==> src/vadc_cfg_map.svh <==
// Register map, field positions and reset values of the output and
// filter configuration group. Definitions only.
`ifndef VADC_CFG_MAP_SVH
`define VADC_CFG_MAP_SVH
`define OUT_EN_CTRL_ADDR 8'h06
`define OSCILLATOR_DIVIDER_ADDR 8'h07
`define LOOP_FILT_ADDR 8'h08
`define RSVD_NINE_ADDR 8'h09
`define PIXCLK_OE_BIT 6
`define CONV_CLK_OE_BIT 5
`define SYNC_OE_BIT 4
`define MARKER_SRC_BIT 3
`define MARKER_DLY_BIT 2
`define OUT_EN_WMASK 8'h7C
`define OUT_EN_RESET 8'h00
`define OSCILLATOR_DIVIDER_RESET 8'h00
`define SHUNT_BIT 7
`define RES_SEL_HI 6
`define RES_SEL_LO 4
`define CAP_SEL_HI 3
`define CAP_SEL_LO 1
`define FILT_SEL_BIT 0
`define LOOP_FILT_RESET 8'hFF
`endif

==> src/vadc_cfg_pkg.sv <==
// Types shared by the configuration group and its helpers.
// Assumes the map header is compiled alongside.
package vadc_cfg_pkg;
  typedef logic [7:0] byte_t;
  typedef logic [2:0] cap_sel_t;
endpackage

==> src/ref_clock_divider.sv <==
// Reference clock divider: crystal clock halved, then divided by n.
// Assumes the crystal level is already synchronised to clk_in.
`timescale 1ns/1ps
`include "vadc_cfg_map.svh"
module ref_clock_divider #(
  parameter int DIV_W = 8
) (
  input wire logic clk_in,
  input wire logic srst_in,
  input wire logic ce_in,
  input wire logic osc_rise_in,
  input wire logic [DIV_W-1:0] div_in,
  output logic ref_out
);
  localparam logic [DIV_W-1:0] CNT_ONE = DIV_W'(1);

  logic [DIV_W-1:0] cnt_ff;
  logic ref_ff;

  // Refuse widths the counter cannot hold
  if (DIV_W < 1) begin : g_bad_width
    $error("DIV_W must be positive");
  end

  // Each crystal rise is one half period of the halved clock, so a
  // toggle every n rises divides the halved clock by n, odd n too.
  // Zero is held as a stop rather than wrapping to a huge ratio.
  always_ff @(posedge clk_in) begin
    if (srst_in) begin
      cnt_ff <= '0;
      ref_ff <= 1'b0;
    end else if (ce_in && osc_rise_in && div_in != '0) begin
      if (cnt_ff + CNT_ONE >= div_in) begin
        cnt_ff <= '0;
        ref_ff <= ~ref_ff;
      end else begin
        cnt_ff <= cnt_ff + CNT_ONE;
      end
    end
  end

  assign ref_out = ref_ff;
endmodule

==> src/line_marker_retime.sv <==
// Line-marker retimer: chooses a source, synchronises it, and adds
// an optional extra clk_in cycle. clk_in is the block clock, not pix_clk_in.
`timescale 1ns/1ps
module line_marker_retime (
  input wire logic clk_in,
  input wire logic srst_in,
  input wire logic ce_in,
  input wire logic src_sel_in,
  input wire logic dly_sel_in,
  input wire logic recov_hsync_in,
  input wire logic cond_hsync_in,
  output logic marker_out
);
  logic sync1_ff;
  logic sync2_ff;
  logic dly_ff;

  // Two-stage synchroniser; first stage feeds only the second
  always_ff @(posedge clk_in) begin
    if (srst_in) begin
      sync1_ff <= 1'b0;
      sync2_ff <= 1'b0;
      dly_ff <= 1'b0;
    end else if (ce_in) begin
      sync1_ff <= src_sel_in ? cond_hsync_in : recov_hsync_in;
      sync2_ff <= sync1_ff;
      dly_ff <= sync2_ff;
    end
  end

  assign marker_out = dly_sel_in ? dly_ff : sync2_ff;
endmodule

==> src/video_adc_output_and_filter_cfg.sv <==
// What this block does
// - Pixel clock pin driven only when enabled
// - Conv clock disabled: tri-state, external clock used
// - Conv clock enabled: drive pin, internal clock
// - Sync disabled: tri-state, external sync used
// - Sync enabled: drive pin, internal sync
// - Source bit picks recovered or conditioned hsync
// - Line marker retimed into clk_in, not pix_clk_in
// - Delay bit adds one clk_in cycle
// - Crystal halved then divided by n
// - Shunt bit: 1 default, 0 alternate
// - Capacitor field selects (n+1) units, resets seven
// - Filter bit: 0 external, 1 internal
//
// Configuration registers reached through a byte register port fed by
// the serial-bus front end; assumes writes arrive as one-cycle strobes.
`timescale 1ns/1ps
`include "vadc_cfg_map.svh"
module video_adc_output_and_filter_cfg
  import vadc_cfg_pkg::*;
#(
  parameter int DIV_W = 8
) (
  input wire logic clk_in,
  input wire logic srst_in,
  input wire logic ce_in,
  input wire logic reg_wr_in,
  input wire logic reg_rd_in,
  input wire logic [7:0] reg_addr_in,
  input wire vadc_cfg_pkg::byte_t reg_wdata_in,
  output vadc_cfg_pkg::byte_t reg_rdata_out,
  input wire logic pix_clk_in,
  input wire logic int_sync_in,
  input wire logic recov_hsync_in,
  input wire logic cond_hsync_in,
  input wire logic osc_in,
  input wire logic conv_clock_pin_in,
  input wire logic recovered_sync_pin_in,
  output logic pixclk_pin_out,
  output logic pixclk_pin_oe_out,
  output logic conv_clock_pin_out,
  output logic conv_clock_pin_oe_out,
  output logic recovered_sync_pin_out,
  output logic recovered_sync_pin_oe_out,
  output logic conv_clk_sel_out,
  output logic conv_sync_sel_out,
  output logic conv_sync_out,
  output logic line_marker_out,
  output logic ab_swap_out,
  output logic ref_clk_out,
  output logic shunt_default_out,
  output logic [2:0] res_sel_out,
  output vadc_cfg_pkg::cap_sel_t cap_sel_out,
  output logic filt_internal_out
);
  import vadc_cfg_pkg::*;

  byte_t out_en_ff;
  byte_t oscillator_divider_ff;
  byte_t loop_filt_ff;
  byte_t rdata_ff;
  logic osc_s1_ff;
  logic osc_s2_ff;
  logic osc_s3_ff;
  logic ext_clk_s1_ff;
  logic ext_clk_s2_ff;
  logic ext_sync_s1_ff;
  logic ext_sync_s2_ff;
  logic pixclk_ff;
  logic conv_clk_ff;
  logic rsync_ff;
  logic sync_mux_ff;
  logic marker_ff;
  logic ref_ff;
  logic marker_w;
  logic ref_w;
  logic conv_en_w;
  logic sync_en_w;

  // The register is a byte; other divider widths cannot be served
  if (DIV_W != 8) begin : g_bad_width
    $error("DIV_W must match the 8-bit register");
  end

  assign conv_en_w = out_en_ff[`CONV_CLK_OE_BIT];
  assign sync_en_w = out_en_ff[`SYNC_OE_BIT];

  // Output enable register; reserved bits masked so they stay zero
  always_ff @(posedge clk_in) begin
    if (srst_in) begin
      out_en_ff <= `OUT_EN_RESET;
    end else if (ce_in && reg_wr_in &&
                 reg_addr_in == `OUT_EN_CTRL_ADDR) begin
      out_en_ff <= reg_wdata_in & `OUT_EN_WMASK;
    end
  end

  // Oscillator divider; zero is held but stops the divider
  always_ff @(posedge clk_in) begin
    if (srst_in) begin
      oscillator_divider_ff <= `OSCILLATOR_DIVIDER_RESET;
    end else if (ce_in && reg_wr_in &&
                 reg_addr_in == `OSCILLATOR_DIVIDER_ADDR) begin
      oscillator_divider_ff <= reg_wdata_in;
    end
  end

  // Loop filter selections
  always_ff @(posedge clk_in) begin
    if (srst_in) begin
      loop_filt_ff <= `LOOP_FILT_RESET;
    end else if (ce_in && reg_wr_in && reg_addr_in == `LOOP_FILT_ADDR) begin
      loop_filt_ff <= reg_wdata_in;
    end
  end

  // Read mux; register nine and unmapped offsets read zero
  always_ff @(posedge clk_in) begin
    if (srst_in) begin
      rdata_ff <= 8'h00;
    end else if (ce_in && reg_rd_in) begin
      unique case (reg_addr_in)
        `OUT_EN_CTRL_ADDR: rdata_ff <= out_en_ff;
        `OSCILLATOR_DIVIDER_ADDR: rdata_ff <= oscillator_divider_ff;
        `LOOP_FILT_ADDR: rdata_ff <= loop_filt_ff;
        default: rdata_ff <= 8'h00;
      endcase
    end
  end

  // Pin inputs from outside the domain pass two flops
  always_ff @(posedge clk_in) begin
    if (srst_in) begin
      osc_s1_ff <= 1'b0;
      osc_s2_ff <= 1'b0;
      osc_s3_ff <= 1'b0;
      ext_clk_s1_ff <= 1'b0;
      ext_clk_s2_ff <= 1'b0;
      ext_sync_s1_ff <= 1'b0;
      ext_sync_s2_ff <= 1'b0;
    end else if (ce_in) begin
      osc_s1_ff <= osc_in;
      osc_s2_ff <= osc_s1_ff;
      osc_s3_ff <= osc_s2_ff;
      ext_clk_s1_ff <= conv_clock_pin_in;
      ext_clk_s2_ff <= ext_clk_s1_ff;
      ext_sync_s1_ff <= recovered_sync_pin_in;
      ext_sync_s2_ff <= ext_sync_s1_ff;
    end
  end

  ref_clock_divider #(
    .DIV_W(DIV_W)
  ) u_ref_div (
    .clk_in(clk_in),
    .srst_in(srst_in),
    .ce_in(ce_in),
    .osc_rise_in(osc_s2_ff & ~osc_s3_ff),
    .div_in(oscillator_divider_ff),
    .ref_out(ref_w)
  );

  line_marker_retime u_marker (
    .clk_in(clk_in),
    .srst_in(srst_in),
    .ce_in(ce_in),
    .src_sel_in(out_en_ff[`MARKER_SRC_BIT]),
    .dly_sel_in(out_en_ff[`MARKER_DLY_BIT]),
    .recov_hsync_in(recov_hsync_in),
    .cond_hsync_in(cond_hsync_in),
    .marker_out(marker_w)
  );

  // Pin drive and input muxes, registered so outputs come from flops.
  // Pin data costs one cycle of latency; acceptable for a config block.
  always_ff @(posedge clk_in) begin
    if (srst_in) begin
      pixclk_ff <= 1'b0;
      conv_clk_ff <= 1'b0;
      rsync_ff <= 1'b0;
      sync_mux_ff <= 1'b0;
      marker_ff <= 1'b0;
      ref_ff <= 1'b0;
    end else if (ce_in) begin
      pixclk_ff <= pix_clk_in;
      conv_clk_ff <= conv_en_w ? pix_clk_in : ext_clk_s2_ff;
      rsync_ff <= int_sync_in;
      sync_mux_ff <= sync_en_w ? int_sync_in : ext_sync_s2_ff;
      marker_ff <= marker_w;
      ref_ff <= ref_w;
    end
  end

  assign reg_rdata_out = rdata_ff;
  assign pixclk_pin_out = pixclk_ff;
  assign pixclk_pin_oe_out = out_en_ff[`PIXCLK_OE_BIT];
  assign conv_clock_pin_out = conv_clk_ff;
  assign conv_clock_pin_oe_out = out_en_ff[`CONV_CLK_OE_BIT];
  assign recovered_sync_pin_out = rsync_ff;
  assign recovered_sync_pin_oe_out = out_en_ff[`SYNC_OE_BIT];
  assign conv_clk_sel_out = out_en_ff[`CONV_CLK_OE_BIT];
  assign conv_sync_sel_out = out_en_ff[`SYNC_OE_BIT];
  assign conv_sync_out = sync_mux_ff;
  assign line_marker_out = marker_ff;
  assign ab_swap_out = out_en_ff[`MARKER_DLY_BIT];
  assign ref_clk_out = ref_ff;
  assign shunt_default_out = loop_filt_ff[`SHUNT_BIT];
  assign res_sel_out = loop_filt_ff[`RES_SEL_HI:`RES_SEL_LO];
  assign cap_sel_out = loop_filt_ff[`CAP_SEL_HI:`CAP_SEL_LO];
  assign filt_internal_out = loop_filt_ff[`FILT_SEL_BIT];
endmodule

==> config.mk <==
export PLATFORM = sky130hd
export DESIGN_NAME = video_adc_output_and_filter_cfg
export DESIGN_NICKNAME = d
export VERILOG_FILES = /design/src/vadc_cfg_pkg.sv /design/src/ref_clock_divider.sv /design/src/line_marker_retime.sv /design/src/video_adc_output_and_filter_cfg.sv
export VERILOG_INCLUDE_DIRS = /design/src
export SDC_FILE = /design/constraint.sdc
export NUM_CORES = 1
export LEC_CHECK = 0
export BUFFER_PORTS_ARGS = -buffer_cell sky130_fd_sc_hd__buf_2
export CORE_UTILIZATION = 30
export CTS_CLUSTER_SIZE = 14
export DETAILED_ROUTE_END_ITERATION = 10
export SYNTH_ARGS = -nofsm -noshare
export SYNTH_HDL_FRONTEND = slang
export SYNTH_HIERARCHICAL = 1
export SYNTH_SLANG_ARGS = --single-unit
export TNS_END_PERCENT = 5
==> constraint.sdc <==
create_clock -name clk_in -period 2.6 [get_ports clk_in]
set_input_delay 0.78 -clock clk_in [delete_from_list [all_inputs] [get_ports clk_in]]
set_output_delay 0.78 -clock clk_in [all_outputs]
set_load 0.05 [all_outputs]
-- After elaboration in Yosys (flattened, before gate mapping)
Index checks and enable logic that the tools add are counted.
W data, S select, Z words.
- equality and inequality tests: 3
- reductions and logical operators: 9
- bitwise operators: 3
- add/subtract/negate cells: 1
- multiplexer cells: 6
- magnitude comparators: 1
- operators by type and width (operator ; count):
    $pmux W8 S3 ; 1
    $eq A8 B3 Y1 const B ; 2
    $add A8 B1 Y8 const B ; 1
    $eq A8 B4 Y1 const B ; 1
    $ge A8 B8 Y1 ; 1
    $mux W8 ; 1
    $reduce_bool A8 Y1 ; 1
    $logic_and A1 B1 Y1 ; 7
    $mux W1 ; 4
    $not A1 Y1 ; 2
    $reduce_and A2 Y1 ; 1
    $and A1 B1 Y1 ; 1
- word-level logic and storage cells: 45
- input bits: 28
- output and inout bits: 28
- flip-flop bits (word level): 54

-- Longest topological paths before layout
Gate-level depths: netlist of run 1.
- depth after elaboration: 5
- mapped depth: 11
- mapped depth without buffers: 10

-- By module
The synthesis of run 1 kept the hierarchy.
- modules (own cells, without submodules) (module ; cells an instance ; seq. area each (um2) ; area an instance (um2) ; instances):
    video_adc_output_and_filter_cfg ; 200 ; 840.8 ; 1889.3 ; 1
    ref_clock_divider ; 93 ; 180.2 ; 734.5 ; 1
    line_marker_retime ; 11 ; 60.1 ; 120.1 ; 1

-- Least setup slack after synthesis of run 1
No wires, ideal clock.
- kind: flip-flop to flip-flop
- start point: register u_ref_div.cnt_ff[2]
- end point: register u_ref_div.cnt_ff[3]
- library setup time: 0.074 ns
- buffers on the path: 1
- data arrival time: 2.153 ns
- cell stages (with the launch flop): 12
- setup slack: 0.373 ns
- required time: 2.526 ns
- period minus slack after synthesis: 2.227 ns
- cells stage by stage: dfxtp_1 > nand3_2 > or2_1 > nor2_1 > xor2_1 > ha_1 > a21oi_1 > o21ai_0 > a21oi_2 > buf_2 > nand3_1 > a31oi_1
- longest elaborated chain between the ends: 3
- ends and longest elaborated chain (element ; line ; RTL):
    start, declared ; ref_clock_divider.sv:17 ; logic [DIV_W-1:0] cnt_ff;
    start signal, assigned ; ref_clock_divider.sv:37 ; cnt_ff <= cnt_ff + CNT_ONE;
    $add A8 B1 Y8 * ; ref_clock_divider.sv:33, ref_clock_divider.sv:37 ;
    $ge A8 B8 Y1 ; ref_clock_divider.sv:33 ; if (cnt_ff + CNT_ONE >= div_in) begin
    $mux W8 * ; ref_clock_divider.sv:33 ;
Every way passes the cells marked *; elsewhere a longest branch is shown, timed or not.
A chain may end at the register's enable or synchronous reset.

-- Final worst setup path of run 1
- start point: register u_ref_div.cnt_ff[2]
- end point: register u_ref_div.ref_ff, in the netlist u_ref_div/ref_out
- longest elaborated chain between the ends: 3
- ends and longest elaborated chain (element ; line ; RTL):
    $add A8 B1 Y8 ; ref_clock_divider.sv:33 ;
    $ge A8 B8 Y1 ; ref_clock_divider.sv:33 ;
    $reduce_and A2 Y1 (no source line) ; - ;
    end signal, assigned ; ref_clock_divider.sv:35 ; ref_ff <= ~ref_ff;
    end, declared ; ref_clock_divider.sv:18 ; logic ref_ff;
Every way passes these cells.

==> results of run 1 <==
cells by family after synthesis:
logic type / after synthesis / synth area share
compound gates: 67 / 0.1660
fa+ha+maj: 9 / 0.04104
flops: 54 / 0.3940
buf+inv: 32 / 0.05654
simple gates: 109 / 0.2234
mux: 27 / 0.09986
xor+xnor: 6 / 0.01916
report_power, final:
group / internal [mW] / total (mW) / leakage [nW] / switching (mW)
Combinational: 0.0480 / 0.137 / 0.745 / 0.0890
Sequential: 0.835 / 0.841 / 0.439 / 0.00562
Clock: 0.292 / 0.585 / 0.0587 / 0.293
Total: 1.18 / 1.56 / 1.24 / 0.387
through the flow:
step	instance area, um2	utilization	setup TNS, ns
finish	3227	0.3664	0
global route	3227	0.3664	-0.007279
CTS	3206	0.3640	0
detailed placement	3089	0.3508	0
global placement	3089	0.3508	0
floorplan	2744	-	0
sequential cells by signal, summed over array words and instances, names as in the netlist, 5 cells and up:
register	cells
loop_filt_ff	8
out_en_ff	5
u_ref_div/cnt_ff	8
reg_rdata_out	8
oscillator_divider_ff	8
worst max-delay path, cell delays in order, from the launching register on:
cell,delay [ns]
dfxtp_4,0.38
nand3_2,0.12
or2_4,0.29
nor2_1,0.13
xor2_1,0.09
ha_1,0.32
nand4_1,0.10
a21oi_1,0.16
a21oi_2,0.07
buf_4,0.17
or3_2,0.41
a21oi_1,0.14
Yosys cell counts, types with 2 or more instances:
cell type  number
a211oi_1        3
xor2_1          3
clkbuf_1        8
a31oi_1         2
nand2_1        23
nor2_1         35
mux2i_1        24
nor3_1          3
nor3b_1         2
buf_4           3
o21ai_0         4
xnor2_1         3
dfxtp_1        54
buf_2           7
buf_6           2
a32oi_1         3
nand3b_1        6
nand4_1        14
mux2_2          3
and2_1          2
inv_1          10
a22oi_1         8
and3b_1         2
nor2b_1         2
o21ai_1         5
a21oi_2         2
o31ai_1        13
or4_4           3
ha_1            9
buf_1           2
a21oi_1        22
nand3_1         5
cell type report:
cell class	count	area (um2)	area share
timing repair buffer	63	335.3	0.1039
inverter	10	37.54	0.01163
clock inverter	3	47.55	0.01473
sequential	54	1090	0.3377
multi-input combinational	218	1513	0.4688
tap	108	135.1	0.04188
clock buffer	5	68.82	0.02133
how the worst max path moves through the flow:
| stage | startpoint | to | slack, ns | depth (start not counted) |
|---|---|---|---|---|
| 2_1_floorplan | u_ref_div/cnt_ff[2] | u_ref_div/cnt_ff[3] | 0.37 | 11 |
| 3_3_place_gp | u_ref_div/cnt_ff[2] | u_ref_div/ref_out | 0.14 | 11 |
| 3_5_place_dp | u_ref_div/cnt_ff[0] | u_ref_div/ref_out | 0.04 | 11 |
| 4_1_cts | u_ref_div/cnt_ff[0] | u_ref_div/ref_out | 0.006 | 11 |
| 5_1_grt | u_ref_div/cnt_ff[4] | u_ref_div/ref_out | -0.007 | 11 |
| 6_report | u_ref_div/cnt_ff[2] | u_ref_div/ref_out | 0.16 | 11 |
per-layer routing:
layer,global-route usage,up-vias,part of all wire
li1,-,1202,-
met1,0.1977,1082,0.49
met2,0.2231,67,0.43
met3,0.03885,6,0.061
met4,0.03613,0,0.013
met5,0,-,0
repair_timing:
item	4_1_cts	5_1_grt
setup endpoints to repair	0	1
gates resized for setup	0	8
setup buffers	0	1
==> qor.yml, run 1 <==
cts:
  cts_hold_buf: 0
  clock_latency_ns: 0.32
  cts_tree: "done"
  cts_buffer_depth: 2
  cts_root_buffer: "clkbuf_8"
  clk_pin_slew_worst_paths_ns: 0.11
  cts.sinks: 54
  cts_made_buffers: 5
  cts-htree-levels: 2
logic_synthesis:
  synth_nets: 341
  synth_flop_cell: "dfxtp_1"
  ys_types: 49
  synth_top_area_frac: 0.3940
  synth_area_um2: 2744
  avgSynthCellArea_um2: 9.026
  synth-warning-count: 6
  yosys.area.top_type: "dfxtp_1"
  synth_edf_count: 0
  synthCells: 304
  ys_ff_latch: 54
  seq_area_frac_synth: 0.3940
  synthTopCellsByArea: "dfxtp_1 39%, mux2i_1 8.8%, nor2_1 4.8%"
  async_reset_ff_frac: 0
drt:
  vias_per_cell: 5.113
  drc: 10
  vias: 2357
  drtIter0Drc: 150
  first_pass_iters: 8
  wl_mm: 6.789
  wl_per_cell_um: 14.73
  ant_nets: 0
worst_setup_path:
  reg2reg_to: "u_ref_div/ref_out"
  r2r-start: "u_ref_div/cnt_ff[2]"
  worstSetupEndpointType: "register"
  r2r_cells: 11
  crit_type: "reg2reg"
  crit_fanout: 12
  required_ns: 2.84
  ff2ff_setup_slack_ns: 0.16
  arrival_ns: 2.68
  startpoint_type: "register"
floorplan:
  io_pins: 56
  rows: 34
  die_h_um: 97.64
  dieWidth_um: 97.64
  core_um2: 8806
  start_util: 0.3116
  die-area_um2: 9533
run_status:
  status: "finished, violations left"
  violations: "DRC"
cells_and_area:
  drive_gt1_frac: 0.2635
  n_fill_cell: 907
  final_cell_mix: "55 x buf_2, 51 x dfxtp_1, 35 x nor2_1, 24 x mux2i_1, 23 x nand2_1"
  nets: 389
  instances_no_fill: 461
  mostFrequentLayoutCell: "buf_2"
  diodes: 0
  syn_to_final_growth_pct: 17.60
global_routing:
  antenna_found_initial: 0
  grt_util_all_layers: 0.1442
  grt_pass1_vias: 2139
  grt_pass1_wl_mm: 10.98
  grt_max_degree: 48
  overflow: 0
run:
  drv_cap: 0
min_path:
  hold_start: "reg_rdata_out[4]"
  min_path_type: "reg2reg"
  hold_depth: 2
  min_to: "reg_rdata_out[4]"
sta:
  hold_violations: 0
  period_share: 0.9396
  fmaxAchievable_mhz: 409.3
  fin_crit_ns: 2.443
  worst_slack_ns: 0.1570
  worst_pin_slew_ns: 0.5175
  maxSlewHeadroom: 0.6547
  clock_skew_ns: 0.01865
  slew_violations: 0
  setup_viol: 0
  whs_ns: 0.4527
placed_design:
  dp_cells: 452
  gp_congestion: 0.7994
  post-dp-hpwl_mm: 5.052
  dpl_worst_slack_ns: 0.04106
  io_buffers: 55
pwr:
  ir_drop_mv: 0.2956
  power.total_mw: 1.563
  power.density_nw_per_um2: 484.3
  p_leak_nw: 1.243
(Power assumes the default switching activity.)
==> run 2: changes to the inputs <==
Settings changed: ABC_AREA set to 1, RECOVER_POWER set to 100.
==> run 2 against run 1 <==
- the run still ends with DRC left
- total power decreased by 5.2%
- largest power group unchanged
- clock skew decreased by 0.014 ns
- global-route usage decreased by 0.68 points
- core utilization shrank 1.3 points
- critical path depth shrank 2
- via count up 5.0%
- critical path type is now in2reg
- die area grew 0.23%
- critical endpoint is now reg_rdata_out[4]
- combinational power shrank 7%
- sequential power up 1%
- fmax is 12% higher
- design area down 3.5%
==> qor.yml, run 2 <==
worst_setup_path:
  crit_family: "simple AND/OR/NAND/NOR gates"
  worstPathCellList: "buf_2 -> inv_1 -> nand2_2 -> nor2_1 -> clkbuf_1 -> nand3_1 -> nand3_1 -> nand2_1 -> a21oi_1"
  crit_type: "in2reg"
  slowest_delay_ns: 0.53  # +0.12 ns
  required_ns: 2.83  # about the same
  worstSetupEndpointType: "register"
  critPathMostFrequentCell: "nand3_1"
  arrival_ns: 2.42  # -0.26 ns
  cp_slowest_cell: "clkbuf_1"
  startpoint_type: "input pin"
  crit_fanout: 14  # +2
  worstPathBufferInverterCount: 3  # +2
sta:
  clock_skew_ns: 0.004731  # -0.01392 ns
  rsz0062_at_grt: "false"
  fin_crit_ns: 2.190  # -0.2533 ns
  maxSlewHeadroom: 0.1588  # -0.4959
  hold_violations: 0  # unchanged
  worst_pin_slew_ns: 1.262  # +0.7443 ns
  whs_ns: 0.4738  # +0.02103 ns
  setup_viol: 0  # unchanged
  fmaxAchievable_mhz: 456.7  # +12%
  slew_violations: 0  # unchanged
  worst_slack_ns: 0.4102  # +0.2533 ns
  period_share: 0.8422  # -0.09741
  setup-tns-final_ns: 0  # unchanged
placed_design:
  post-dp-hpwl_mm: 4.887  # -3.3%
  dpl_worst_slack_ns: 0.5281  # +0.4870 ns
  gp_congestion: 0.8068  # +0.93%
  io_buffers: 55  # unchanged
floorplan:
  dieWidth_um: 97.75  # +0.11%
  rows: 34  # unchanged
  die-area_um2: 9554  # +0.23%
  start_util: 0.3123  # +0.0007104
  io_pins: 56  # unchanged
  core_um2: 8806  # unchanged
  die_h_um: 97.75  # +0.11%
cells_and_area:
  final_cell_mix: "91 x nand2_1, 54 x dfxtp_1, 39 x inv_1, 36 x nor2_1, 35 x nand3_1"
  syn_to_final_growth_pct: 13.19
  nets: 465  # +20%
  mostFrequentLayoutCell: "nand2_1"
  diodes: 0  # unchanged
  drive_gt1_frac: 0.1492  # -0.1143
cts:
  cts_made_buffers: 5  # unchanged
  cts_hold_buf: 0  # unchanged
  clock_latency_ns: 0.31  # about the same
  cts.sinks: 54  # unchanged
  clk_pin_slew_worst_paths_ns: 0.10  # about the same
  post_cts_buffers: 0  # unchanged
  cts_tree: "done"
  cts_buffer_depth: 2  # unchanged
  post_cts_resized: 0  # unchanged
  cts_root_buffer: "clkbuf_8"
  cts-htree-levels: 2  # unchanged
logic_synthesis:
  synth_compound_area_frac: 0.1215  # -0.04451
  yosys.area.top_type: "dfxtp_1"
  synth_flop_cell: "dfxtp_1"
  synth_top_family_by_area: "simple AND/OR/NAND/NOR gates"
  synthAdderAreaFrac: 0.04095  # -0.00009336
  ys_types: 32  # -35%
  avgSynthCellArea_um2: 7.334  # -19%
  post_synth_mux_area_share: 0  # -0.09986
  synthTopCellsByArea: "dfxtp_1 39%, nand2_1 12%, nand3_1 6.0%"
  synth.top_cells.by_count: "91 x nand2_1, 54 x dfxtp_1, 38 x inv_1"
  synthCells: 375  # +23%
  seq_area_frac_synth: 0.3931  # -0.0008962
  synth-warning-count: 6  # unchanged
  ys_ff_latch: 54  # unchanged
  yosys.area_share.simple: 0.3362  # +0.1128
  synth_nets: 412  # +21%
  synth_area_um2: 2750  # +0.23%
  async_reset_ff_frac: 0  # unchanged
  synth_top_area_frac: 0.3931  # -0.0008962
  synth_edf_count: 0  # unchanged
  synth.most_common_cell: "nand2_1"
  synth_xor_xnor_area_share: 0.01547  # -0.003683
drt:
  drc: 3  # -7
  wl_mm: 6.361  # -6.3%
  vias_per_cell: 4.609  # -9.9%
  vias: 2475  # +5.0%
  first_pass_iters: 7  # -1
  wl_per_cell_um: 11.85  # -20%
  ant_nets: 0  # unchanged
  drtIter0Drc: 141  # -6.0%
pwr:
  power.total_mw: 1.482  # -5.2%
  ir_drop_mv: 0.2236  # -24%
  power.density_nw_per_um2: 476.0  # -1.7%
  p_leak_nw: 1.331  # +7.1%
run_status:
  violations: "DRC"
  status: "finished, violations left"
global_routing:
  antenna_found_initial: 0  # unchanged
  grt_util_all_layers: 0.1374  # -0.006823
  overflow: 0  # unchanged
  grt_pass1_wl_mm: 10.61  # -3.5%
  grt_pass1_vias: 2255  # +5.4%
  grt_max_degree: 29  # -40%
run:
  drv_cap: 0  # unchanged
min_path:
  min_path_type: "reg2reg"
-- run 2: area by class of cell --
class                      count  area [um2]
clock buffer                   6       82.58
clock inverter                 2       16.27
fill                         956        5693
inverter                      46       175.2
multi-input combinational    263        1369
sequential                    54        1081
tap                          108       135.1
timing repair buffer          58       254.0
-- run 2: report_power, final --
group	total [mW]	internal, mW	switching, mW	leakage (nW)
logic	0.127	0.0375	0.0893	0.845
registers	0.849	0.842	0.00718	0.439
clock network	0.506	0.220	0.286	0.0478
total	1.48	1.10	0.382	1.33
-- run 2: through the flow --
step,utilization,instances,area (um2)
global placement,0.3524,529,3103
CTS,0.3636,537,3202
finish,0.3535,537,3113
global route,0.3535,537,3113
floorplan,-,375,2750
detailed placement,0.3524,529,3103
-- run 2: metal layers --
metal  global-route usage  share of wire
met1               0.1909           0.49
met2               0.2073           0.43
met3              0.03722          0.072
met4              0.04196          0.011
met5                    0              0
-- run 2: kinds of logic after synthesis --
logic type      after synthesis
simple gates                189
compound gates               61
buf+inv                      58
flops                        54
fa+ha+maj                     9
xor+xnor                      4
-- run 2: final timing paths --
check / from / end / slack [ns] / cells after the start
worst max-delay path: reg_addr_in[5] / reg_rdata_out[4] / 0.41 / 9
worst min-delay path: u_marker/dly_ff / u_marker/dly_ff / 0.47 / 2
worst max register to register: u_ref_div/cnt_ff[0] / u_ref_div/ref_out / 0.47 / 15
worst min register to register: u_marker/dly_ff / u_marker/dly_ff / 0.47 / 2
-- run 2: worst register-to-register path, cell delays in order (launching register included) --
cell and delay (ns):
dfxtp_1 0.40, ha_1 0.22, nand2_1 0.07, nor2_1 0.12, nand2_1 0.06, nand2_1 0.06
nand2_1 0.07, ha_1 0.27, nand2_1 0.09, nor2_1 0.07, nor2_2 0.29, nand2_1 0.09
nand2_1 0.09, nand2_1 0.05, nand2_1 0.05, nor2_1 0.04
